--- src/inc/ptm_defines.vh ---
// Register offsets, reset values, codes and timing constants of the measurement sequencer
`ifndef PTM_DEFINES_VH
`define PTM_DEFINES_VH
`define ADDR_CTRL_MEAS 8'hF4
`define ADDR_CONFIG 8'hF5
`define ADDR_STATUS 8'hF3
`define ADDR_PRESS_MSB 8'hF7
`define ADDR_PRESS_LSB 8'hF8
`define ADDR_PRESS_XLB 8'hF9
`define ADDR_TEMP_MSB 8'hFA
`define ADDR_TEMP_LSB 8'hFB
`define ADDR_TEMP_XLB 8'hFC
`define ADDR_RAW_P_LO 8'hE0
`define ADDR_RAW_P_HI 8'hE1
`define ADDR_RAW_T_LO 8'hE2
`define ADDR_RAW_T_HI 8'hE3
`define CTRL_RST 8'h00
`define CONFIG_RST 8'h00
`define SKIP_VALUE 20'h8_0000
`define MODE_SLEEP 2'b00
`define MODE_NORMAL 2'b11
`define FILT_OFF 3'b000
`define OSR_SKIP 3'b000
`define CONV_BASE_US 2
`define CONV_PER_OSR_US 2
`define STBY_0_US 500
`define STBY_1_US 62500
`define STBY_2_US 125000
`define STBY_3_US 250000
`define STBY_4_US 500000
`define STBY_5_US 1000000
`define STBY_6_US 2000000
`define STBY_7_US 4000000
`define CLK_MHZ 100
`endif

--- src/rtl/pressure_temp_measure_seq.v ---
// Measurement sequencer: power modes, conversions, filtering and register port
// Behaviour
// Sleep mode starts no conversions
// Normal mode alternates measuring and standby forever
// Forced mode measures once, returns to sleep
// Reset restores defaults, sleep mode
// Period converts temperature, pressure, then filters
// Pressure oversampling gives 16 to 20 bits
// Skipped pressure reads 0x80000
// Temperature codes: skip, x1..x8, 101+ x16
// Temperature width 16 to 20 bits
// Skipped temperature reads 0x80000
// Filter: (old*(c-1)+new)/c
// Filter selector: off, 2, 4, 8, 16
// Step response 75% after 1/2/5/11/22
// Filter write resets filter memory
// Skipped channel keeps its filter memory
// Re-enabled channel filters against kept memory
// Mode field: 00 sleep, 01/10 forced, 11 normal
// Standby codes 0.5 ms to 4000 ms
// Mode change waits period end, extras ignored
// Pressure codes same as temperature codes
// Filter codes above 011 mean 16
//
// The address-and-strobe port and the placing of the registers are this design's own decisions.
`timescale 1ns/1ps
`default_nettype none
`include "ptm_defines.vh"
module pressure_temp_measure_seq #(
  parameter integer CLK_MHZ = `CLK_MHZ,
  parameter integer STBY_0_CYC = `STBY_0_US * `CLK_MHZ,
  parameter integer STBY_1_CYC = `STBY_1_US * `CLK_MHZ,
  parameter integer STBY_2_CYC = `STBY_2_US * `CLK_MHZ,
  parameter integer STBY_3_CYC = `STBY_3_US * `CLK_MHZ,
  parameter integer STBY_4_CYC = `STBY_4_US * `CLK_MHZ,
  parameter integer STBY_5_CYC = `STBY_5_US * `CLK_MHZ,
  parameter integer STBY_6_CYC = `STBY_6_US * `CLK_MHZ,
  parameter integer STBY_7_CYC = `STBY_7_US * `CLK_MHZ,
  parameter integer CONV_BASE_CYC = `CONV_BASE_US * `CLK_MHZ,
  parameter integer CONV_OSR_CYC = `CONV_PER_OSR_US * `CLK_MHZ
) (
  input wire clk,
  input wire sys_rst,
  input wire [7:0] reg_addr,
  input wire [7:0] reg_wdata,
  input wire reg_wr,
  input wire reg_rd,
  output reg [7:0] reg_rdata,
  input wire [19:0] adc_press,
  input wire [19:0] adc_temp,
  output reg conv_temp_active,
  output reg conv_press_active,
  output reg measuring
);
  localparam [1:0] ST_IDLE = 2'd0;
  localparam [1:0] ST_TEMP = 2'd1;
  localparam [1:0] ST_PRESS = 2'd2;
  localparam [1:0] ST_STBY = 2'd3;
  // Period runs TEMP then PRESS; a skipped channel still passes through
  // its state for one cycle, so both results update together at period end.
  // Standby only exists in normal mode; other modes return to IDLE.

  reg [7:0] ctrl_r;
  reg [7:0] config_r;
  reg [1:0] mode_r;
  reg [1:0] pend_mode_r;
  reg pend_r;
  reg [1:0] state_r;
  reg [31:0] cnt_r;
  reg filt_upd_r;
  reg filt_rst_r;
  reg [19:0] raw_p_r;
  reg [19:0] raw_t_r;
  reg [31:0] stby_cyc;
  reg [31:0] osr_cyc_t;
  reg [31:0] osr_cyc_p;
  wire [2:0] osr_t = ctrl_r[7:5];
  wire [2:0] osr_p = ctrl_r[4:2];
  wire [2:0] filt_sel = config_r[4:2];
  wire [2:0] stby_sel = config_r[7:5];
  wire [19:0] press_res;
  wire [19:0] temp_res;
  wire busy = (state_r == ST_TEMP) || (state_r == ST_PRESS);
  wire [1:0] wr_mode = reg_wdata[1:0];

  // Conversion length grows with oversampling count
  function [31:0] osr_len;
    input [2:0] code;
    begin
      case (code)
        3'b000: osr_len = 32'd0;
        3'b001: osr_len = CONV_BASE_CYC + CONV_OSR_CYC;
        3'b010: osr_len = CONV_BASE_CYC + 2 * CONV_OSR_CYC;
        3'b011: osr_len = CONV_BASE_CYC + 4 * CONV_OSR_CYC;
        3'b100: osr_len = CONV_BASE_CYC + 8 * CONV_OSR_CYC;
        default: osr_len = CONV_BASE_CYC + 16 * CONV_OSR_CYC;
      endcase
    end
  endfunction

  always @* begin
    osr_cyc_t = osr_len(osr_t);
    osr_cyc_p = osr_len(osr_p);
    case (stby_sel)
      3'b000: stby_cyc = STBY_0_CYC;
      3'b001: stby_cyc = STBY_1_CYC;
      3'b010: stby_cyc = STBY_2_CYC;
      3'b011: stby_cyc = STBY_3_CYC;
      3'b100: stby_cyc = STBY_4_CYC;
      3'b101: stby_cyc = STBY_5_CYC;
      3'b110: stby_cyc = STBY_6_CYC;
      default: stby_cyc = STBY_7_CYC;
    endcase
  end

  // Register writes and mode handling
  // Oversampling bits are stored at once even while busy; a write during TEMP already sets
  // the pressure count, loaded when TEMP ends, and the filters read both codes at period end.
  // A pending mode change blocks new periods until it has been applied.
  always @(posedge clk) begin
    if (sys_rst) begin
      ctrl_r <= `CTRL_RST;
      config_r <= `CONFIG_RST;
      mode_r <= `MODE_SLEEP;
      pend_mode_r <= `MODE_SLEEP;
      pend_r <= 1'b0;
      filt_rst_r <= 1'b0;
    end else begin
      filt_rst_r <= 1'b0;
      if (reg_wr && reg_addr == `ADDR_CONFIG) begin
        config_r <= reg_wdata;
        filt_rst_r <= 1'b1;
      end
      if (reg_wr && reg_addr == `ADDR_CTRL_MEAS) begin
        ctrl_r[7:2] <= reg_wdata[7:2];
        if (busy) begin
          // Only the first change during a period is held; later ones dropped
          if (!pend_r) begin
            pend_r <= 1'b1;
            pend_mode_r <= wr_mode;
          end
        end else if (!pend_r) begin
          mode_r <= wr_mode;
        end
      end
      if (pend_r && !busy) begin
        pend_r <= 1'b0;
        mode_r <= pend_mode_r;
      end else if (state_r == ST_PRESS && cnt_r == 32'd0 && !pend_r &&
                   mode_r != `MODE_NORMAL && mode_r != `MODE_SLEEP &&
                   !(reg_wr && reg_addr == `ADDR_CTRL_MEAS)) begin
        mode_r <= `MODE_SLEEP;
      end
    end
  end

  // Measurement period sequencer
  // Counters are wide enough for the longest standby at the default clock
  always @(posedge clk) begin
    if (sys_rst) begin
      state_r <= ST_IDLE;
      cnt_r <= 32'd0;
      filt_upd_r <= 1'b0;
      raw_p_r <= 20'h0_0000;
      raw_t_r <= 20'h0_0000;
    end else begin
      filt_upd_r <= 1'b0;
      case (state_r)
        ST_IDLE: begin
          if (mode_r != `MODE_SLEEP && !pend_r) begin
            state_r <= ST_TEMP;
            cnt_r <= osr_cyc_t;
          end
        end
        ST_TEMP: begin
          if (cnt_r != 32'd0) begin
            cnt_r <= cnt_r - 32'd1;
          end else begin
            raw_t_r <= adc_temp;
            state_r <= ST_PRESS;
            cnt_r <= osr_cyc_p;
          end
        end
        ST_PRESS: begin
          if (cnt_r != 32'd0) begin
            cnt_r <= cnt_r - 32'd1;
          end else begin
            raw_p_r <= adc_press;
            filt_upd_r <= 1'b1;
            if (mode_r == `MODE_NORMAL) begin
              state_r <= ST_STBY;
              cnt_r <= stby_cyc;
            end else begin
              state_r <= ST_IDLE;
            end
          end
        end
        ST_STBY: begin
          if (mode_r != `MODE_NORMAL) begin
            state_r <= ST_IDLE;
          end else if (cnt_r != 32'd0) begin
            cnt_r <= cnt_r - 32'd1;
          end else begin
            state_r <= ST_TEMP;
            cnt_r <= osr_cyc_t;
          end
        end
        default: state_r <= ST_IDLE;
      endcase
    end
  end

  // Skipped channel: osr code 000 keeps memory, output shows fixed value
  iir_channel u_press (
    .clk(clk),
    .sys_rst(sys_rst),
    .osr_sel(osr_p),
    .filt_sel(filt_sel),
    .filt_reset(filt_rst_r),
    .update(filt_upd_r),
    .raw_in(raw_p_r),
    .result_r(press_res)
  );

  iir_channel u_temp (
    .clk(clk),
    .sys_rst(sys_rst),
    .osr_sel(osr_t),
    .filt_sel(filt_sel),
    .filt_reset(filt_rst_r),
    .update(filt_upd_r),
    .raw_in(raw_t_r),
    .result_r(temp_res)
  );

  // Read port: data one cycle after strobe, zero otherwise
  always @(posedge clk) begin
    if (sys_rst) begin
      reg_rdata <= 8'h00;
      conv_temp_active <= 1'b0;
      conv_press_active <= 1'b0;
      measuring <= 1'b0;
    end else begin
      conv_temp_active <= (state_r == ST_TEMP) && (osr_t != `OSR_SKIP);
      conv_press_active <= (state_r == ST_PRESS) && (osr_p != `OSR_SKIP);
      measuring <= busy;
      reg_rdata <= 8'h00;
      if (reg_rd) begin
        case (reg_addr)
          `ADDR_CTRL_MEAS: reg_rdata <= {ctrl_r[7:2], mode_r};
          `ADDR_CONFIG: reg_rdata <= config_r;
          `ADDR_STATUS: reg_rdata <= {4'h0, busy, 2'b00, pend_r};
          `ADDR_PRESS_MSB: reg_rdata <= press_res[19:12];
          `ADDR_PRESS_LSB: reg_rdata <= press_res[11:4];
          `ADDR_PRESS_XLB: reg_rdata <= {press_res[3:0], 4'h0};
          `ADDR_TEMP_MSB: reg_rdata <= temp_res[19:12];
          `ADDR_TEMP_LSB: reg_rdata <= temp_res[11:4];
          `ADDR_TEMP_XLB: reg_rdata <= {temp_res[3:0], 4'h0};
          default: reg_rdata <= 8'h00;
        endcase
      end
    end
  end
endmodule // pressure_temp_measure_seq
`default_nettype wire

--- src/rtl/iir_channel.v ---
// One channel of oversampled conversion result handling with first-order IIR filter
`timescale 1ns/1ps
`default_nettype none
`include "ptm_defines.vh"
module iir_channel (
  input wire clk,
  input wire sys_rst,
  input wire [2:0] osr_sel,
  input wire [2:0] filt_sel,
  input wire filt_reset,
  input wire update,
  input wire [19:0] raw_in,
  output reg [19:0] result_r
);
  reg [19:0] mem_r;
  reg primed_r;
  reg [2:0] shift;
  reg [2:0] drop;
  reg [19:0] sample;
  reg [24:0] acc;
  reg [24:0] acc_sh;
  reg [19:0] filt_nxt;

  always @* begin
    // Coefficient as a power of two: off,2,4,8, higher codes all 16
    case (filt_sel)
      3'b000: shift = 3'd0;
      3'b001: shift = 3'd1;
      3'b010: shift = 3'd2;
      3'b011: shift = 3'd3;
      default: shift = 3'd4;
    endcase
    // Resolution: x1 16 bits up to x16 20 bits; low unused bits cleared
    case (osr_sel)
      3'b001: drop = 3'd4;
      3'b010: drop = 3'd3;
      3'b011: drop = 3'd2;
      3'b100: drop = 3'd1;
      default: drop = 3'd0;
    endcase
    sample = (raw_in >> drop) << drop;
    // (old*(c-1)+new)/c ; step response reaches 75% in 1/2/5/11/22 samples
    acc = ({5'd0, mem_r} << shift) - {5'd0, mem_r} + {5'd0, sample};
    filt_nxt = acc[19:0];
    // Quotient of a 20-bit weighted mean always fits back into 20 bits
    acc_sh = acc >> shift;
    if (shift != 3'd0)
      filt_nxt = acc_sh[19:0];
  end

  always @(posedge clk) begin
    if (sys_rst) begin
      mem_r <= 20'h0_0000;
      primed_r <= 1'b0;
      result_r <= `SKIP_VALUE;
    end else begin
      if (filt_reset)
        primed_r <= 1'b0;
      if (update) begin
        if (osr_sel == `OSR_SKIP) begin
          result_r <= `SKIP_VALUE;
          // Memory kept so re-enable filters against last filtered result
        end else if (!primed_r || filt_reset || shift == 3'd0) begin
          mem_r <= sample;
          result_r <= sample;
          primed_r <= 1'b1;
        end else begin
          mem_r <= filt_nxt;
          result_r <= filt_nxt;
        end
      end
    end
  end
endmodule // iir_channel
`default_nettype wire

--- config.mk ---
export PLATFORM = sky130hd
export DESIGN_NAME = pressure_temp_measure_seq
export DESIGN_NICKNAME = d
export VERILOG_FILES = /design/src/rtl/pressure_temp_measure_seq.v /design/src/rtl/iir_channel.v
export VERILOG_INCLUDE_DIRS = /design/src /design/src/inc
export SDC_FILE = /design/constraint.sdc
export NUM_CORES = 1
export LEC_CHECK = 0
export ABC_AREA = 1
export BUFFER_PORTS_ARGS = -buffer_cell sky130_fd_sc_hd__buf_2
export CAP_MARGIN = 20
export CORE_MARGIN = 2
export CORE_UTILIZATION = 50
export CTS_CLUSTER_SIZE = 28
export DETAILED_ROUTE_END_ITERATION = 16
export PLACE_DENSITY = 0.74
export SYNTH_ARGS = -nofsm -noshare
export SYNTH_HDL_FRONTEND = slang
export SYNTH_HIERARCHICAL = 1
export SYNTH_SLANG_ARGS = --single-unit
export TNS_END_PERCENT = 50
--- constraint.sdc ---
create_clock -name clk -period 4.8 [get_ports clk]
set_clock_uncertainty 0.1 [all_clocks]
set_input_delay 0 -clock clk [delete_from_list [all_inputs] [get_ports clk]]
set_output_delay 0 -clock clk [all_outputs]
set_load 0.01 [all_outputs]
== Word-level counts from Yosys, hierarchy flattened ==
Index checks and enable logic that the tools add are counted.

* Register bits: 188
* Word-level logic and storage cells: 167
* RAM bits: 0
* Memory bits (read-only): 0
* Bits in latches: 0
* Memories: 0
* Input bits: 60
* Output and inout bits: 11

* Divide/modulo/power cells: 0
* Multiplexer cells: 42
* Add/sub/neg operators: 5
* $lt $le $gt $ge: 0
* Shift operators: 8
* Bitwise operators: 6
* Equal/unequal tests: 39
* Reduce and logical (&&, ||, !) cells: 46
* Multiply operators: 0

{| class="wikitable"
|+ Operator list
! operator !! number
|-
| $pmux 29 s7 || 1
|-
| $mux 32 || 6
|-
| $pmux 32 s4 || 1
|-
| $mux 20 || 6
|-
| $pmux 12 s5 || 2
|-
| $eq 8x8->1 const B || 9
|-
| $pmux 8 s9 || 1
|-
| $add 25x20->25 || 2
|-
| $shl 20x3->25 || 2
|-
| $shr 25x3->20 || 2
|-
| $sub 25x20->25 || 2
|-
| $shl 20x3->20 || 2
|-
| $shr 20x3->20 || 2
|-
| $pmux 3 s4 || 3
|-
| $logic_not 32->1 || 1
|-
| $reduce_bool 32->1 || 1
|-
| $sub 32x1->32 const B || 1
|-
| $eq 3x2->1 const B || 8
|-
| $mux 2 || 11
|-
| $eq 3x3->1 const B || 5
|-
| $logic_not 3->1 || 5
|-
| $eq 3x1->1 const B || 4
|-
| $reduce_bool 3->1 || 4
|-
| $logic_and 1x1->1 || 11
|-
| 16 further kinds || 54
|}

== Logic depth before layout (Yosys ltp) ==
* Depth after elaboration: 9
* Mapped depth: 33
* Depth with buffers taken out: 33

== Cells and area by module ==
The synthesis kept the hierarchy.

{| class="wikitable"
|+ Modules (own cells, without submodules)
! module !! instances !! cells each !! sequential area each (µm²) !! area each (µm²)
|-
| pressure_temp_measure_seq || 1 || 900 || 2,122.0 || 5,863.1
|-
| iir_channel (u_press) || 1 || 964 || 820.8 || 5,430.2
|-
| iir_channel (u_temp) || 1 || 943 || 820.8 || 5,312.6
|}

== Worst setup path after synthesis ==
No wires, ideal clock.

* Path kind: reg2reg
* Start point: reg config_r[2]
* End point: reg u_temp.mem_r[17]
* Stages on the path, launching flop included: 23
* Required time: 4,568 ps
* Period minus slack after synthesis: 3,872 ps
* Library setup time: 132 ps
* Path buffers: 2
* Arrival: 3,639 ps
* Setup slack: 928 ps
* Cells stage by stage: dfxtp_1 inv_1 nor2_4 clkbuf_1 clkbuf_1 o21ai_0 a221oi_1 fa_1 ha_1 nand2_1 inv_1 nand2_1 nand2_1 nand2_1 nand2_1 nor2_1 nand2_1 nand2_1 nand3_1 nand3_1 nand3_1 o21ai_0 a21oi_1

* Word-level cells in the longest chain between the ends: 8

{| class="wikitable"
|+ Ends and longest elaborated chain
! element !! line !! source
|-
| from (decl) || pressure_temp_measure_seq.v:64 || <nowiki>reg [7:0] config_r;</nowiki>
|-
| from (signal assigned) || pressure_temp_measure_seq.v:123 || <nowiki>config_r <= `CONFIG_RST;</nowiki>
|-
| from (signal assigned) || pressure_temp_measure_seq.v:131 || <nowiki>config_r <= reg_wdata;</nowiki>
|-
| $eq 3x2->1 (tied with other cells) || iir_channel.v:26 || <nowiki>case (filt_sel)</nowiki>
|-
| $pmux 3 s4 * || iir_channel.v:26 ||
|-
| $shl 20x3->25 || iir_channel.v:43 || <nowiki>acc = ({5'd0, mem_r} << shift) - {5'd0, mem_r} + {5'd0, sample};</nowiki>
|-
| $sub 25x20->25 || iir_channel.v:43 ||
|-
| $add 25x20->25 || iir_channel.v:43 ||
|-
| $shr 25x3->20 || iir_channel.v:46 || <nowiki>acc_sh = acc >> shift;</nowiki>
|-
| $mux 20 || iir_channel.v:47 || <nowiki>if (shift != 3'd0)</nowiki>
|-
| $mux 20 * || iir_channel.v:63 || <nowiki>end else if (!primed_r || filt_reset || shift == 3'd0) begin</nowiki>
|-
| to (signal assigned) || iir_channel.v:64 || <nowiki>mem_r <= sample;</nowiki>
|-
| to (signal assigned) || iir_channel.v:68 || <nowiki>mem_r <= filt_nxt;</nowiki>
|-
| to (decl) || iir_channel.v:15 || <nowiki>reg [19:0] mem_r;</nowiki>
|}

Every way passes the cells marked *; elsewhere a longest branch is shown, timed or not.
A chain may end at the register's enable or synchronous reset.

== Final worst setup path ==
* Start point: reg config_r[4]
* End point: reg u_temp.result_r[17]

* Word-level cells in the longest chain between the ends: 9

{| class="wikitable"
|+ Ends and longest elaborated chain
! element !! line !! source
|-
| $eq 3x2->1 (tied with other cells) || iir_channel.v:26 ||
|-
| $pmux 3 s4 * || iir_channel.v:26 ||
|-
| $shl 20x3->25 || iir_channel.v:43 ||
|-
| $sub 25x20->25 || iir_channel.v:43 ||
|-
| $add 25x20->25 || iir_channel.v:43 ||
|-
| $shr 25x3->20 || iir_channel.v:46 ||
|-
| $mux 20 || iir_channel.v:47 ||
|-
| $mux 20 * || iir_channel.v:63 ||
|-
| $mux 20 * || iir_channel.v:60 || <nowiki>if (osr_sel == `OSR_SKIP) begin</nowiki>
|-
| to (signal assigned) || iir_channel.v:61 || <nowiki>result_r <= `SKIP_VALUE;</nowiki>
|-
| to (signal assigned) || iir_channel.v:65 || <nowiki>result_r <= sample;</nowiki>
|-
| to (signal assigned) || iir_channel.v:69 || <nowiki>result_r <= filt_nxt;</nowiki>
|-
| to (decl) || iir_channel.v:13 || <nowiki>output reg [19:0] result_r</nowiki>
|}

Marks and branches as above.

==> out/qor.txt <==
Run status: complete, no violations
Rows: 66
DP Wirelength: 44,400 um
First-pass GRT wire length: 90,800 um
Post-synth EDFFs: 0
Core Region: 32,600 sq um
Worst min-delay path class: in -> reg
Area Overhead vs Synth: 11.7%
Fmax: 0.222 GHz
Min Tclk post-route: 4500 ps
Crit path kind: reg -> reg
Critical path capture point type: flop
CP required: 5000 ps
Ys flop type: dfxtp_1
DR WL/cell: 17.5 um
# fillers: 3,314
Worst-Skew Late Latency: 450 ps
Reg2reg end: u_temp/result_r[17]$_SDFFE_PP0P_
CTS Buf Count: 17
GRT overflow: 0
Post-synth top area share: 22.7%
Syn avg cell area: 5.92 sq um
Via count: 18,900
Ys Warns: 6
Post-Place Cells: 3,229
ANT nets after route: 0
Pin count of the biggest net entering global routing: 79
TritonCTS clock tree: done
Leading area contributor after synthesis: dfxtp_1
Slew Limit Headroom: 44.6%
Worst-margin pin slew: 832 ps
Total die area: 34,700 sq um
# DRC: 0
Critical Path Sink: u_temp/result_r[17]$_SDFFE_PP0P_
Post-synthesis register bit count: 188
Fin cells: 3,326
Initial antenna violation count: 5
Levels on crit path: 18
Worst R2R Start: config_r[4]$_SDFFE_PP0P_
Die width: 186 um
GPL Wtd Cong: 1.00
Mapped Area: 16,600 sq um
Number of global-route vias before repair: 17,400
Final hold viol count: 0
Number of distinct library cells after synthesis: 57
Syn nets: 2,962
Port Buf Inserts: 70
Max FO, Critical Path: 22
Clock-pin slew on the worst setup and hold paths: 80 ps
Die Height: 186 um
CP peak stage delay: 730 ps
Share of layout cells above drive strength 1: 9.02%
Final period util: 93.7%
Top delay family on crit path: simple AND/OR/NAND/NOR gates
CTS max path bufs: 2
Max Cap Violations: 0
# diodes: 0
Worst path buffer plus inverter count: 3
Clock root buffer: clkbuf_16
FF+latch area: 3770 sq um
Worst R2R Path Depth: 18
Post-layout nets: 3,026
Detailed router's first-iteration violation count: 1,802
Ys async rst share: 0%
Global-route usage over all layers: 33.4%
Launch point of the critical path: config_r[4]$_SDFFE_PP0P_
Seq/Total Area, Yosys: 22.7%
Crit-path cells: nor2_1 -> inv_1 -> buf_4 -> o22ai_1 -> a21oi_1 -> fa_1 -> ha_1 -> nand2_1 -> nor2_1 -> inv_1 -> nor2_1 -> nand3b_1 -> nand4_1 -> nand3_1 -> nand3_1 -> nand3_1 -> o21ai_1 -> a21oi_1
H-tree depth: 4
Worst path slowest cell: dfxtp_2
First-pass iteration count of the detailed router: 6
Total wire length: 58,100 um
Crit path DAT: 4700 ps
DR vias/cell: 5.68
Startpoint types: flop
Synth area leaders: dfxtp_1 (23%), nand2_1 (20%), inv_1 (7.3%), nand3_1 (6.9%), nor2_1 (6.2%)
Final Max Tran Viols: 0
Worst reg2reg setup slack: 300 ps
Total I/O pin count: 71
Final setup violation count: 0
Initial Utilization: 50.9%
Clock Sink Count: 188
Multi-input logic area: 11,000 sq um
Mapped Cells: 2,807
==> per-stage QoR <==
step / setup WS (ps) / area, sq um / utilization (%) / setup TNS (ps) / hold WS (ps)
2_1_floorplan: 928 / 16600 / - / 0 / 42.1
3_3_place_gp: 229 / 17300 / 52.9 / 0 / 135
3_5_place_dp: 129 / 17300 / 52.9 / 0 / 136
4_1_cts: 105 / 18400 / 56.5 / 0 / 16.7
5_1_grt: -6.56 / 18500 / 56.8 / -12.6 / 57.0
6_report: 301 / 18500 / 56.8 / 0 / 39.6
==> final cells by class <==
class                   count  area share (%)
clock inverters            15           0.918
well taps                 442            2.98
repair inverters            1          0.0270
repair buffers            175            7.00
inverters                 357            7.25
flip-flops and latches    188            20.3
clock buffers              17            2.29
multi-input cells        2131            59.2
==> repair_timing <==
action,4_1_cts,5_1_grt
hold endpoints to repair,94,0
hold buffers,56,0
buffers inserted,0,7
resized for setup,0,15
endpoints found under the setup margin,0,63
==> routing by layer <==
metal / GRT usage, % / routed length, um / up-vias
met5: 0 / 52 / -
met1: 44.1 / 24700 / 8675
met4: 11.4 / 1920 / 8
li1: - / - / 9153
met2: 54.5 / 26200 / 912
met3: 6.48 / 5190 / 145
==> worst min-delay path by stage <==
stage | endpoint | cells after the start | start
after floorplan | raw_t_r[0]$_SDFFE_PP0P_ | 2 | adc_temp[0]
after global placement | raw_t_r[17]$_SDFFE_PP0P_ | 3 | adc_temp[17]
after detailed placement | raw_t_r[11]$_SDFFE_PP0P_ | 3 | adc_temp[11]
after CTS | reg_rdata[0]$_SDFF_PP0_ | 5 | reg_addr[1]
after global routing | reg_rdata[5]$_SDFF_PP0_ | 5 | reg_addr[1]
final | reg_rdata[5]$_SDFF_PP0_ | 5 | reg_addr[1]
==> cell families after synthesis <==
group / share of synthesized area, %
muxes: 0.181
DFF: 22.7
xor gates and xnor gates: 1.85
and+or+nand+nor: 39.1
buffers and inverters: 11.5
AOI/OAI and AO/OA: 15.8
adders and majority gates: 8.97
==> worst register-to-register path: cells and delay by family, from the launching register on <==
| kind | cells | cell delay [ps] |
|---|---|---|
| adder cells (fa/ha/maj) | 2 | 880 |
| AO/OA/AOI/OAI | 4 | 690 |
| flip-flops | 1 | 730 |
| AND/OR/NAND/NOR | 9 | 1320 |
| buffers and inverters | 3 | 630 |
==> flip-flops by register name, summed over array words and instances, names as in the netlist, 2 cells and up <==
register	flops
raw_p_r	20
u_temp/result_r	20
pend_mode_r	2
u_temp/mem_r	20
reg_rdata	8
mode_r	2
raw_t_r	20
config_r	8
cnt_r	32
u_press/result_r	20
ctrl_r	6
state_r	2
u_press/mem_r	20
==> placed cells by master (no fill, tap or decap), types with 5 or more instances in the layout <==
| master | n |
|---|---|
| fa_1 | 40 |
| o22ai_1 | 12 |
| nand3_1 | 230 |
| o21bai_1 | 8 |
| nand3_2 | 9 |
| a41oi_1 | 5 |
| o211ai_1 | 19 |
| nand4_1 | 32 |
| nor2_1 | 271 |
| dfxtp_1 | 183 |
| buf_4 | 48 |
| nand3b_1 | 15 |
| inv_6 | 6 |
| dfxtp_2 | 5 |
| nand2_1 | 867 |
| xor2_1 | 21 |
| inv_2 | 28 |
| a31oi_1 | 5 |
| nor2_2 | 20 |
| inv_1 | 324 |
| ha_1 | 55 |
| nor3_1 | 39 |
| o221ai_1 | 10 |
| a22oi_1 | 5 |
| dlygate4sd3_1 | 56 |
| clkbuf_16 | 17 |
| o21ai_1 | 29 |
| nand2_2 | 11 |
| or2_2 | 8 |
| xnor2_1 | 12 |
| o21ai_0 | 156 |
| a21oi_1 | 198 |
| nor2_4 | 5 |
| buf_2 | 69 |
==> cells in the mapped netlist (11+ instances only) <==
cell type	number
nor3_1	39
fa_1	40
o21ai_0	160
nor2_2	16
nand4_1	32
inv_2	28
a21oi_1	198
nand2_2	11
xor2_1	22
o21ai_1	26
ha_1	55
buf_2	17
nor2_1	275
clkbuf_1	102
dfxtp_1	188
o22ai_1	12
xnor2_1	13
nand3b_1	15
nand3_1	230
o211ai_1	19
nand2_1	867
inv_1	325
Power is not shown: default switching activity piles up to over one toggle a cycle in this logic, so the estimate is an artifact.
